$ cat config.mk
export PLATFORM = sky130hd
export DESIGN_NAME = lext_line_trigger
export DESIGN_NICKNAME = d
export VERILOG_FILES = /design/src/verilog/lext_pkg.sv /design/src/verilog/lext_debounce.sv /design/src/verilog/lext_line_trigger.sv
export SDC_FILE = /design/constraint.sdc
export NUM_CORES = 1
export LEC_CHECK = 0
export BUFFER_PORTS_ARGS = -buffer_cell sky130_fd_sc_hd__buf_2
export CAP_MARGIN = 15
export CORE_ASPECT_RATIO = 0.75
export CORE_MARGIN = 2
export CORE_UTILIZATION = 60
export CTS_BUF_LIST = sky130_fd_sc_hd__clkbuf_2
export CTS_CLUSTER_DIAMETER = 100
export DETAILED_ROUTE_END_ITERATION = 10
export PLACE_DENSITY = 0.82
export SLEW_MARGIN = 10
export SYNTH_ARGS = -nofsm -noshare
export SYNTH_HDL_FRONTEND = slang
export SYNTH_HIERARCHICAL = 1
export SYNTH_SLANG_ARGS = --single-unit
$ cat constraint.sdc
create_clock -name i_sys_clk -period 6.7 [get_ports i_sys_clk]
set_input_delay 0.67 -clock i_sys_clk [delete_from_list [all_inputs] [get_ports i_sys_clk]]
set_output_delay 0.67 -clock i_sys_clk [all_outputs]
set_load 0.01 [all_outputs]
$ cat src/verilog/lext_pkg.sv
package lext_pkg;
    // Clock and internal time base
    localparam int unsigned CLK_PERIOD_NS = 40;
    localparam int unsigned TIME_BASE_NS = 100;
    localparam int unsigned TB_PER_US = 1000 / TIME_BASE_NS;

    // Fixed exposure delays and exposure overhead, in nanoseconds
    localparam int unsigned START_DELAY_NS = 1500;
    localparam int unsigned END_DELAY_NS = 1200;
    localparam int unsigned EXPOSURE_OVERHEAD_DURATION_NS = 5400;

    // Same figures in clock cycles
    localparam int unsigned START_DELAY_CYC =
        (START_DELAY_NS + CLK_PERIOD_NS - 1) / CLK_PERIOD_NS;
    localparam int unsigned END_DELAY_CYC =
        (END_DELAY_NS + CLK_PERIOD_NS - 1) / CLK_PERIOD_NS;
    localparam int unsigned OVERHEAD_CYC =
        (EXPOSURE_OVERHEAD_DURATION_NS + CLK_PERIOD_NS - 1) / CLK_PERIOD_NS;

    // Counter widths
    localparam int unsigned CNT_W = 8;
    localparam int unsigned ACC_W = 8;

    // Delay counter loads: a count of N cycles loads N-1
    localparam logic [CNT_W-1:0] START_DLY_LOAD = CNT_W'(START_DELAY_CYC - 1);
    localparam logic [CNT_W-1:0] END_DLY_LOAD = CNT_W'(END_DELAY_CYC - 1);
    localparam logic [CNT_W-1:0] OVERHEAD_LOAD = CNT_W'(OVERHEAD_CYC - 1);
    localparam logic [CNT_W-1:0] CNT_ZERO = 8'h00;

    // Time base accumulator steps
    localparam logic [ACC_W-1:0] ACC_STEP = ACC_W'(CLK_PERIOD_NS);
    localparam logic [ACC_W-1:0] ACC_WRAP = ACC_W'(TIME_BASE_NS);
    localparam logic [ACC_W-1:0] ACC_ZERO = 8'h00;

    // Trigger source codes
    localparam logic [1:0] SRC_CAMERA_CONTROL_INPUT_ONE = 2'h0;

    typedef enum logic [2:0] {
        LEXT_IDLE,
        LEXT_START_DLY,
        LEXT_EXPOSE,
        LEXT_END_DLY,
        LEXT_OVERHEAD
    } lext_state_t;
endpackage : lext_pkg
$ cat src/verilog/lext_debounce.sv
`timescale 1ns/1ps
`default_nettype none
module lext_debounce
    import lext_pkg::*;
#(
    parameter int unsigned RAW_W = 16
) (
    // Clock and reset
    input wire logic i_sys_clk,
    input wire logic i_sys_rst,
    input wire logic i_clk_en,
    // Time base
    input wire logic i_tick,
    // Raw level and filter length in time base ticks
    input wire logic i_level,
    input wire logic [RAW_W-1:0] i_debounce_raw,
    // Filtered level
    output logic o_level
);
    logic lvl_q;
    logic lvl_d;
    logic [RAW_W-1:0] cnt_q;
    logic [RAW_W-1:0] cnt_d;

    // A change is taken only once it has stood for the whole debounce time,
    // so every edge leaves here late by that time, to within one time base tick.
    always_comb begin
        lvl_d = lvl_q;
        cnt_d = cnt_q;
        if (i_level == lvl_q) begin
            cnt_d = '0;
        end else if (cnt_q >= i_debounce_raw) begin
            lvl_d = i_level;
            cnt_d = '0;
        end else if (i_tick) begin
            cnt_d = cnt_q + 1'b1;
        end
    end

    always_ff @(posedge i_sys_clk) begin
        if (i_sys_rst) begin
            lvl_q <= 1'b0;
            cnt_q <= '0;
        end else if (i_clk_en) begin
            lvl_q <= lvl_d;
            cnt_q <= cnt_d;
        end
    end

    assign o_level = lvl_q;
endmodule : lext_debounce
`default_nettype wire

$ cat src/verilog/lext_line_trigger.sv
`timescale 1ns/1ps
`default_nettype none
// Operation
// RULE1: Exposure starts 1.5 us after trigger edge
// RULE2: Exposure ends 1.2 us after due end
// RULE3: Debounce time adds to both delays
// RULE4: Overlap follows line period versus exposure+readout
// RULE5: Non-overlapped lines complete before next exposure
// RULE6: Overlapped exposure may run during readout
// RULE7: Trigger while not waiting is overtrigger, ignored
// RULE8: Start during exposure or overhead is overtrigger
// RULE9: Fixed exposure overhead follows every exposure
// RULE10: Width-mode end before prior readout is illegal
// RULE11: Illegal early end extends to next end
// RULE12: Readout time readable in microseconds
// RULE13: Source triggers only while device is waiting
// RULE14: Raw settings count a 100 ns base
// RULE15: Exposure-active high exactly during exposure
// RULE16: Trigger-wait uses maximum exposure overlap time
// RULE17: Overtrigger sets sticky clearable status flag
// RULE18: Selectable edge polarity; opposite edge ends width
module lext_line_trigger
    import lext_pkg::*;
#(
    parameter int unsigned RAW_W = 16,
    parameter int unsigned N_INPUTS = 4
) (
    // Clock, reset, clock enable
    input wire logic i_sys_clk,
    input wire logic i_sys_rst,
    input wire logic i_clk_en,
    // Camera control inputs, index 0 is camera_control_input_one
    input wire logic [N_INPUTS-1:0] i_ctrl_inputs,
    // Trigger configuration
    input wire logic i_trig_enable,
    input wire logic [1:0] i_trig_src,
    input wire logic i_trig_rising,
    input wire logic [RAW_W-1:0] i_debounce_raw,
    // Exposure and readout configuration, time base counts
    input wire logic i_expo_width_mode,
    input wire logic [RAW_W-1:0] i_expo_time_raw,
    input wire logic [RAW_W-1:0] i_readout_raw,
    input wire logic [RAW_W-1:0] i_overlap_max_raw,
    // Status control
    input wire logic i_ovr_clear,
    // Monitoring and status
    output logic o_expo_active,
    output logic o_trig_wait,
    output logic o_readout_active,
    output logic o_overtrigger,
    output logic [RAW_W-1:0] o_readout_time_us
);
    lext_state_t state_q;
    lext_state_t state_d;
    logic [ACC_W-1:0] acc_q;
    logic [ACC_W-1:0] acc_d;
    logic [CNT_W-1:0] dly_q;
    logic [CNT_W-1:0] dly_d;
    logic [RAW_W-1:0] ecnt_q;
    logic [RAW_W-1:0] ecnt_d;
    logic [RAW_W-1:0] ro_q;
    logic [RAW_W-1:0] ro_d;
    logic [RAW_W-1:0] ro_us_q;
    logic [RAW_W-1:0] ro_us_d;
    logic ovr_q;
    logic ovr_d;
    logic expo_q;
    logic expo_d;
    logic ro_busy_q;
    logic ro_busy_d;
    logic pulse_q;
    logic tick;
    logic [ACC_W-1:0] acc_sum;
    logic src_level;
    logic active_level;
    logic external_line_start_pulse;
    logic start_edge;
    logic end_edge;
    logic armed;
    logic due_end;

    // Internal 100 ns time base from the 40 ns clock by fractional stepping
    assign acc_sum = acc_q + ACC_STEP;
    assign tick = (acc_sum >= ACC_WRAP); // RULE14

    always_comb begin
        acc_d = tick ? (acc_sum - ACC_WRAP) : acc_sum;
    end

    // Source select and polarity; afterwards high always means active
    assign src_level = (32'(i_trig_src) < N_INPUTS) ?
        i_ctrl_inputs[i_trig_src] : 1'b0;
    assign active_level = i_trig_rising ? src_level : ~src_level; // RULE18

    lext_debounce #(
        .RAW_W(RAW_W)
    ) u_debounce (
        .i_sys_clk(i_sys_clk),
        .i_sys_rst(i_sys_rst),
        .i_clk_en(i_clk_en),
        .i_tick(tick),
        .i_level(active_level),
        .i_debounce_raw(i_debounce_raw),
        .o_level(external_line_start_pulse)
    ); // RULE3

    assign start_edge = external_line_start_pulse & ~pulse_q; // RULE18
    assign end_edge = ~external_line_start_pulse & pulse_q; // RULE18

    // Ready when idle and the remaining readout of the previous line is no
    // longer than the overlap allowance, so that an exposure at least that
    // long cannot end before the previous readout has finished.
    assign armed = i_trig_enable && (state_q == LEXT_IDLE) &&
        (ro_q <= i_overlap_max_raw); // RULE16 RULE7

    // Due end of exposure: opposite edge in width mode, else timed counts from the accepted edge
    assign due_end = i_expo_width_mode ? end_edge :
        (ecnt_q >= i_expo_time_raw); // RULE2

    always_comb begin
        state_d = state_q;
        dly_d = dly_q;
        ecnt_d = ecnt_q;
        ro_d = ro_q;
        ovr_d = ovr_q;
        if (tick && (ro_q != '0)) begin
            ro_d = ro_q - 1'b1;
        end
        if (tick && (ecnt_q != '1)) begin
            ecnt_d = ecnt_q + 1'b1;
        end
        case (state_q)
            LEXT_IDLE: begin
                if (start_edge && armed) begin
                    state_d = LEXT_START_DLY; // RULE1
                    dly_d = START_DLY_LOAD; // RULE1
                    ecnt_d = '0;
                end
            end
            LEXT_START_DLY: begin
                if (dly_q == CNT_ZERO) begin
                    state_d = LEXT_EXPOSE; // RULE6
                end else begin
                    dly_d = dly_q - 1'b1;
                end
            end
            LEXT_EXPOSE: begin
                // In width mode an end that would overlap two readouts is dropped and the exposure
                // runs on to the next end after readout; a timed end is held until readout is done.
                if (due_end && (ro_q == '0)) begin // RULE10 RULE11
                    state_d = LEXT_END_DLY; // RULE2
                    dly_d = END_DLY_LOAD; // RULE2
                end
            end
            LEXT_END_DLY: begin
                if (dly_q == CNT_ZERO) begin
                    state_d = LEXT_OVERHEAD; // RULE9
                    dly_d = OVERHEAD_LOAD; // RULE9
                    ro_d = i_readout_raw; // RULE4 RULE5
                end else begin
                    dly_d = dly_q - 1'b1;
                end
            end
            LEXT_OVERHEAD: begin
                if (dly_q == CNT_ZERO) begin
                    state_d = LEXT_IDLE; // RULE9
                end else begin
                    dly_d = dly_q - 1'b1;
                end
            end
            default: begin
                state_d = LEXT_IDLE;
            end
        endcase
        // Set wins over a clear in the same cycle
        if (i_ovr_clear) begin
            ovr_d = 1'b0; // RULE17
        end
        if (i_trig_enable && start_edge && !armed) begin
            ovr_d = 1'b1; // RULE7 RULE8 RULE17
        end
    end

    // Registered status outputs
    always_comb begin
        expo_d = (state_d == LEXT_EXPOSE) || (state_d == LEXT_END_DLY);
        ro_busy_d = (ro_d != '0);
        ro_us_d = i_readout_raw / RAW_W'(TB_PER_US); // RULE12
    end

    always_ff @(posedge i_sys_clk) begin
        if (i_sys_rst) begin
            state_q <= LEXT_IDLE;
            acc_q <= ACC_ZERO;
            dly_q <= CNT_ZERO;
            ecnt_q <= '0;
            ro_q <= '0;
            ro_us_q <= '0;
            ovr_q <= 1'b0;
            expo_q <= 1'b0;
            ro_busy_q <= 1'b0;
            pulse_q <= 1'b0;
        end else if (i_clk_en) begin
            state_q <= state_d;
            acc_q <= acc_d;
            dly_q <= dly_d;
            ecnt_q <= ecnt_d;
            ro_q <= ro_d;
            ro_us_q <= ro_us_d;
            ovr_q <= ovr_d;
            expo_q <= expo_d;
            ro_busy_q <= ro_busy_d;
            pulse_q <= external_line_start_pulse;
        end
    end

    assign o_expo_active = expo_q; // RULE15
    assign o_trig_wait = armed; // RULE16
    assign o_readout_active = ro_busy_q;
    assign o_overtrigger = ovr_q; // RULE17
    assign o_readout_time_us = ro_us_q; // RULE12
endmodule : lext_line_trigger
`default_nettype wire

# After elaboration in Yosys (flattened, before gate mapping)
# Index checks and enable logic that the tools add are counted.
# Widths: inputs -> output; s select.
[totals] register_bits=88
[op_classes] n_reduce_logical=23 bitwise=6 n_mux=27 magnitude_cmp=5 n_eq_ne=11 addsub=6 div_mod_pow=1
[op_table] cell="$mux 16" count=9
[op_table] cell="$mux 8" count=5
[op_table] cell="$add 16x1->16 const B" count=2
[op_table] cell="$ge 16x16->1" count=2
[op_table] cell="$pmux 8 s4" count=1
[op_table] cell="$reduce_bool 16->1" count=2
[op_table] cell="$div 16x4->16 const B" count=1
[op_table] cell="$le 16x16->1" count=1
[op_table] cell="$logic_not 16->1" count=1
[op_table] cell="$ne 16x16->1 const B" count=1
[op_table] cell="$sub 16x1->16 const B" count=1
[op_table] cell="$mux 3" count=5
[op_table] cell="$pmux 3 s5" count=1
[op_table] cell="$eq 3x2->1 const B" count=4
[op_table] cell="$add 8x6->8 const B" count=1
[op_table] cell="$ge 8x7->1 const B" count=1
[op_table] cell="$logic_and 1x1->1" count=8
[op_table] cell="$logic_not 8->1" count=1
[op_table] cell="$sub 8x1->8 const B" count=1
[op_table] cell="$sub 8x7->8 const B" count=1
[op_table] cell="$mux 1" count=5
[op_table] cell="$reduce_and 5->1" count=1
[op_table] cell="$ne 2x2->1 const B" count=2
[op_table] cell="$not 1->1" count=4
[op_table] cell="other kinds (16)" count=18

# Depth between registers and ports, before layout
[logic_depth] word_depth=8 depth_mapped=20 mapped_depth_nobuf=17

# Modules after synthesis
# Netlist, hierarchy kept.
[modules_own_cells] mod="lext_line_trigger" seq_area_each_um2=1321.3 instances=1 area_each_um2=6615.1 cells_per_inst=895
[modules_own_cells] mod="lext_debounce" seq_area_each_um2=340.3 instances=1 area_each_um2=1346.3 cells_per_inst=154

# Worst setup path before layout
# OpenSTA, ideal clock, no wires.
[synth_path] kind="input to register" start="input port i_readout_raw[14]" end="register ro_us_q[0] (netlist: o_readout_time_us[0])" setup_slack_ps=2325 setup_time_ps=134 stages=19 t_required_ps=6566 path_buffers=4 t_arrival_ps=4241 path_cell_list="buf_6 > buf_2 > or4b_1 > o31a_1 > o221ai_1 > a221o_1 > nor2b_1 > o311ai_0 > and4_4 > a211oi_4 > buf_6 > o32a_1 > o2bb2ai_2 > nor3_2 > buf_4 > nor2_1 > a31oi_1 > nor4_1 > or4_1"
[synth_between] elab_chain_cells=1
[synth_rtl] item="start: declaration" line_no="lext_line_trigger.sv:42" source="input wire logic [RAW_W-1:0] i_readout_raw,"
[synth_rtl] item="$div 16x4->16" line_no="lext_line_trigger.sv:188" source="ro_us_d = i_readout_raw / RAW_W'(TB_PER_US);"
[synth_rtl] item="end signal: assignment" line_no="lext_line_trigger.sv:209" source="ro_us_q <= ro_us_d;"
[synth_rtl] item="end: declaration" line_no="lext_line_trigger.sv:63" source="logic [RAW_W-1:0] ro_us_q;"
# No other way between the ends.
# A chain may end at the register's enable or synchronous reset.

# Worst setup path after layout
[layout_path] start="input port i_readout_raw[15]" end="register ro_us_q[0] (netlist: o_readout_time_us[0])"
# Same word-level chain as after synthesis.

==> results.json <==
{
  "regArea_um2": 1660,
  "seq_power_share_pct": 32.4,
  "drt-initial-drc-count": 620,
  "ant_nets": 0,
  "clkTransAtPathRegs_ns": 0.28,
  "synth_cells": 1049,
  "status": "complete, no violations",
  "drt_wl_total_mm": 20.7,
  "powerDensity_nw_per_um2": 229,
  "grt_max_degree": 62,
  "grt.overflow.total": 0,
  "clkSinkCount": 83,
  "finalSetupViolCount": 0,
  "rsz0062_at_grt": "no",
  "required_ns": 7.19,
  "worstSkewPairLatency_ns": 0.60,
  "end_kind": "flip-flop",
  "dp_cells": 1254,
  "max_cap_viol_count": 0,
  "ys.flop_type": "dfxtp_1",
  "grt_usage_pct": 28.7,
  "yosysSeqAreaShare_pct": 20.9,
  "core_um2": 13000,
  "combPwrFrac_pct": 52.3,
  "max_stage_delay_ns": 0.56,
  "final_common_cell": "nor2_1",
  "vias": 8088,
  "drive_above_1_share_pct": 14.3,
  "multiInputGateArea_um2": 5700,
  "post_synth.cell_area_avg_um2": 7.59,
  "final.period_utilization_pct": 76.5,
  "cts_hold_buf": 0,
  "crit_fanout": 23,
  "netlist.top_cell.by_area": "dfxtp_1",
  "ir_drop_mv": 0.143,
  "fmax_ghz": 0.195,
  "ys_warn_count": 6,
  "critical_path_class": "input pin to flip-flop",
  "std_cell_rows": 36,
  "arrival_ns": 5.61,
  "path_cells": "buf_2, and2b_1, a22oi_1, a32o_1, nand3_2, or3_4, a41oi_1, o31ai_1, a211oi_4, xnor2_1, o2bb2ai_2, nor3_2, mux2i_1, o21ai_0, a211oi_1, or4_1",
  "synth-edff-count": 0,
  "synth_cell_types": 107,
  "period_needed_ns": 5.13,
  "place_area_um2": 8340,
  "root_buffer": "clkbuf_2",
  "setup_tns_ns": 0,
  "antenna_found_initial": 1,
  "cts_resized": 0,
  "post-dp-hpwl_mm": 15.3,
  "min_path_type": "input pin to flip-flop",
  "design_area_um2": 8470,
  "final_cells": 1271,
  "grt_pass1_wl_mm": 33.9,
  "first_global_vias": 7062,
  "h-tree-depth": 3,
  "clkPwrFrac_pct": 15.3,
  "wire_per_inst_um": 16.3,
  "ys_ff_latch": 83,
  "routed_via_density": 6.36,
  "die_h_um": 104,
  "worstSetupStartpointType": "input pin",
  "num_io_pins": 97,
  "start_util_pct": 61.4,
  "relSlewSlack_pct": 48.3,
  "max_slew.worst_pin.slew_ns": 0.772,
  "synthDominantCellAreaShare_pct": 20.9,
  "place.gp.congestion": 0.921,
  "slowest_stage": "a211oi_4",
  "post-cts-setup-buffer-count": 0,
  "clk_path_buf_depth": 2,
  "nets": 1228,
  "numCtsBuffers": 9,
  "ys_top_cells_by_area": "dfxtp_1, ha_1, nor2_1",
  "switching_share_pct": 45.4,
  "switchingPower_mw": 0.881,
  "drc": 0,
  "syn_area_um2": 7960,
  "report.final.slew_viol_count": 0,
  "skew_ns": 0.0367,
  "die_width_um": 137,
  "fin_util_pct": 65.3,
  "async_flop_share_pct": 0,
  "power.internal_mw": 1.06,
  "area_growth_pct": 6.43,
  "p_leak_nw": 3.69,
  "setup_ws_ns": 1.57,
  "first_pass_iters": 5,
  "die_area_um2": 14200,
  "mostFrequentLayoutCells": "nor2_1, buf_2, nand2_1",
  "io_buffers": 93,
  "finalHoldViolCount": 0,
  "cts_tree": "built",
  "pre_cts_ws_ns": 1.12,
  "nFillCells": 1186
}
per-stage QoR:
step | power [mW] | hold slack (ns)
2_1_floorplan | 1.40 | 0.450
3_3_place_gp | 1.61 | 0.451
3_5_place_dp | 1.63 | 0.451
4_1_cts | 1.93 | 0.285
5_1_grt | 2.10 | 0.293
6_report | 1.94 | 0.320
logic make-up after synthesis:
| logic type | after synthesis | synth area share [%] |
|---|---|---|
| AO/OA/AOI/OAI | 308 | 28.6 |
| XOR/XNOR | 46 | 5.15 |
| adder cells (fa/ha/maj) | 57 | 8.96 |
| buffers and inverters | 137 | 7.65 |
| flip-flops | 83 | 20.9 |
| multiplexers | 23 | 3.05 |
| other | 1 | 0.0471 |
| AND/OR/NAND/NOR | 394 | 25.7 |
metal layers:
| metal | up-vias | part of all wire (%) | global-route usage, % |
|---|---|---|---|
| met3 | 35 | 7.7 | 5.63 |
| li1 | 3951 | - | - |
| met5 | - | 0 | 0 |
| met2 | 309 | 42 | 41.3 |
| met1 | 3793 | 48 | 43.2 |
| met4 | 0 | 1.8 | 7.51 |
critical path: cells and delay by family:
family | cells | cell delay [ns]
AO/OA/AOI/OAI | 8 | 2.26
XOR/XNOR | 1 | 0.27
buffers and inverters | 1 | 0.33
multiplexers | 1 | 0.15
AND/OR/NAND/NOR | 5 | 1.92
path summary, 6_finish.rpt:
check	startpoint	endpoint	slack [ns]	cells after the start
worst min-delay path	i_trig_enable	o_overtrigger$_SDFFE_PP0P_	0.32	3
worst max-delay path	i_readout_raw[15]	o_readout_time_us[0]$_SDFFE_PP0P_	1.57	16
worst min register to register	o_readout_time_us[10]$_SDFFE_PP0P_	o_readout_time_us[10]$_SDFFE_PP0P_	0.48	2
worst max register to register	acc_q[3]$_SDFFE_PP0P_	o_readout_active$_SDFFE_PP0P_	2.62	15
Yosys cell counts (5+ instances only):
library cell	instances
inv_1	72
and2_1	8
and3_1	8
ha_1	57
nand2b_1	14
buf_6	7
xor2_1	25
buf_2	10
a32oi_1	6
o221ai_1	5
a31oi_1	10
dfxtp_1	83
o311ai_0	7
or3_1	8
nand3_1	35
nor2b_1	12
o2bb2ai_1	6
buf_4	8
nor4_1	12
nor2_1	113
a21oi_1	52
nand4_1	21
a211oi_1	16
a211o_1	5
a22oi_1	9
o22ai_1	12
or2_2	6
a21o_1	19
nand2_1	90
mux2i_1	22
o31ai_1	10
o21a_1	14
o21ai_0	51
xnor2_1	20
and4_1	5
nor3_1	23
o211ai_1	16
clkbuf_1	37
power groups by stage:
stage | registers, mW | logic [mW] | clock network [mW]
final | 0.629 | 1.01 | 0.298
after CTS | 0.627 | 0.997 | 0.304
after global routing | 0.638 | 1.13 | 0.327
after floorplan | 0.621 | 0.775 | 0
after detailed placement | 0.637 | 0.992 | 0
after global placement | 0.636 | 0.970 | 0
flip-flops by register name (all words and copies together) (netlist names), 3 cells and up:
signal and cells:
u_debounce/cnt_q 16, state_q 3, ecnt_q 16, o_readout_time_us 13, acc_q 6, dly_q 8
ro_q 16
cell type report:
cell class | count | share of cell area, %
Clock inverter | 7 | 0.989
Sequential cell | 83 | 19.6
Multi-Input combinational cell | 831 | 67.3
Antenna cell | 1 | 0.0295
Inverter | 72 | 3.19
Timing Repair Buffer | 97 | 5.85
Tap cell | 171 | 2.53
Clock buffer | 9 | 0.532
Note: power is estimated with default switching activity, not from simulation.
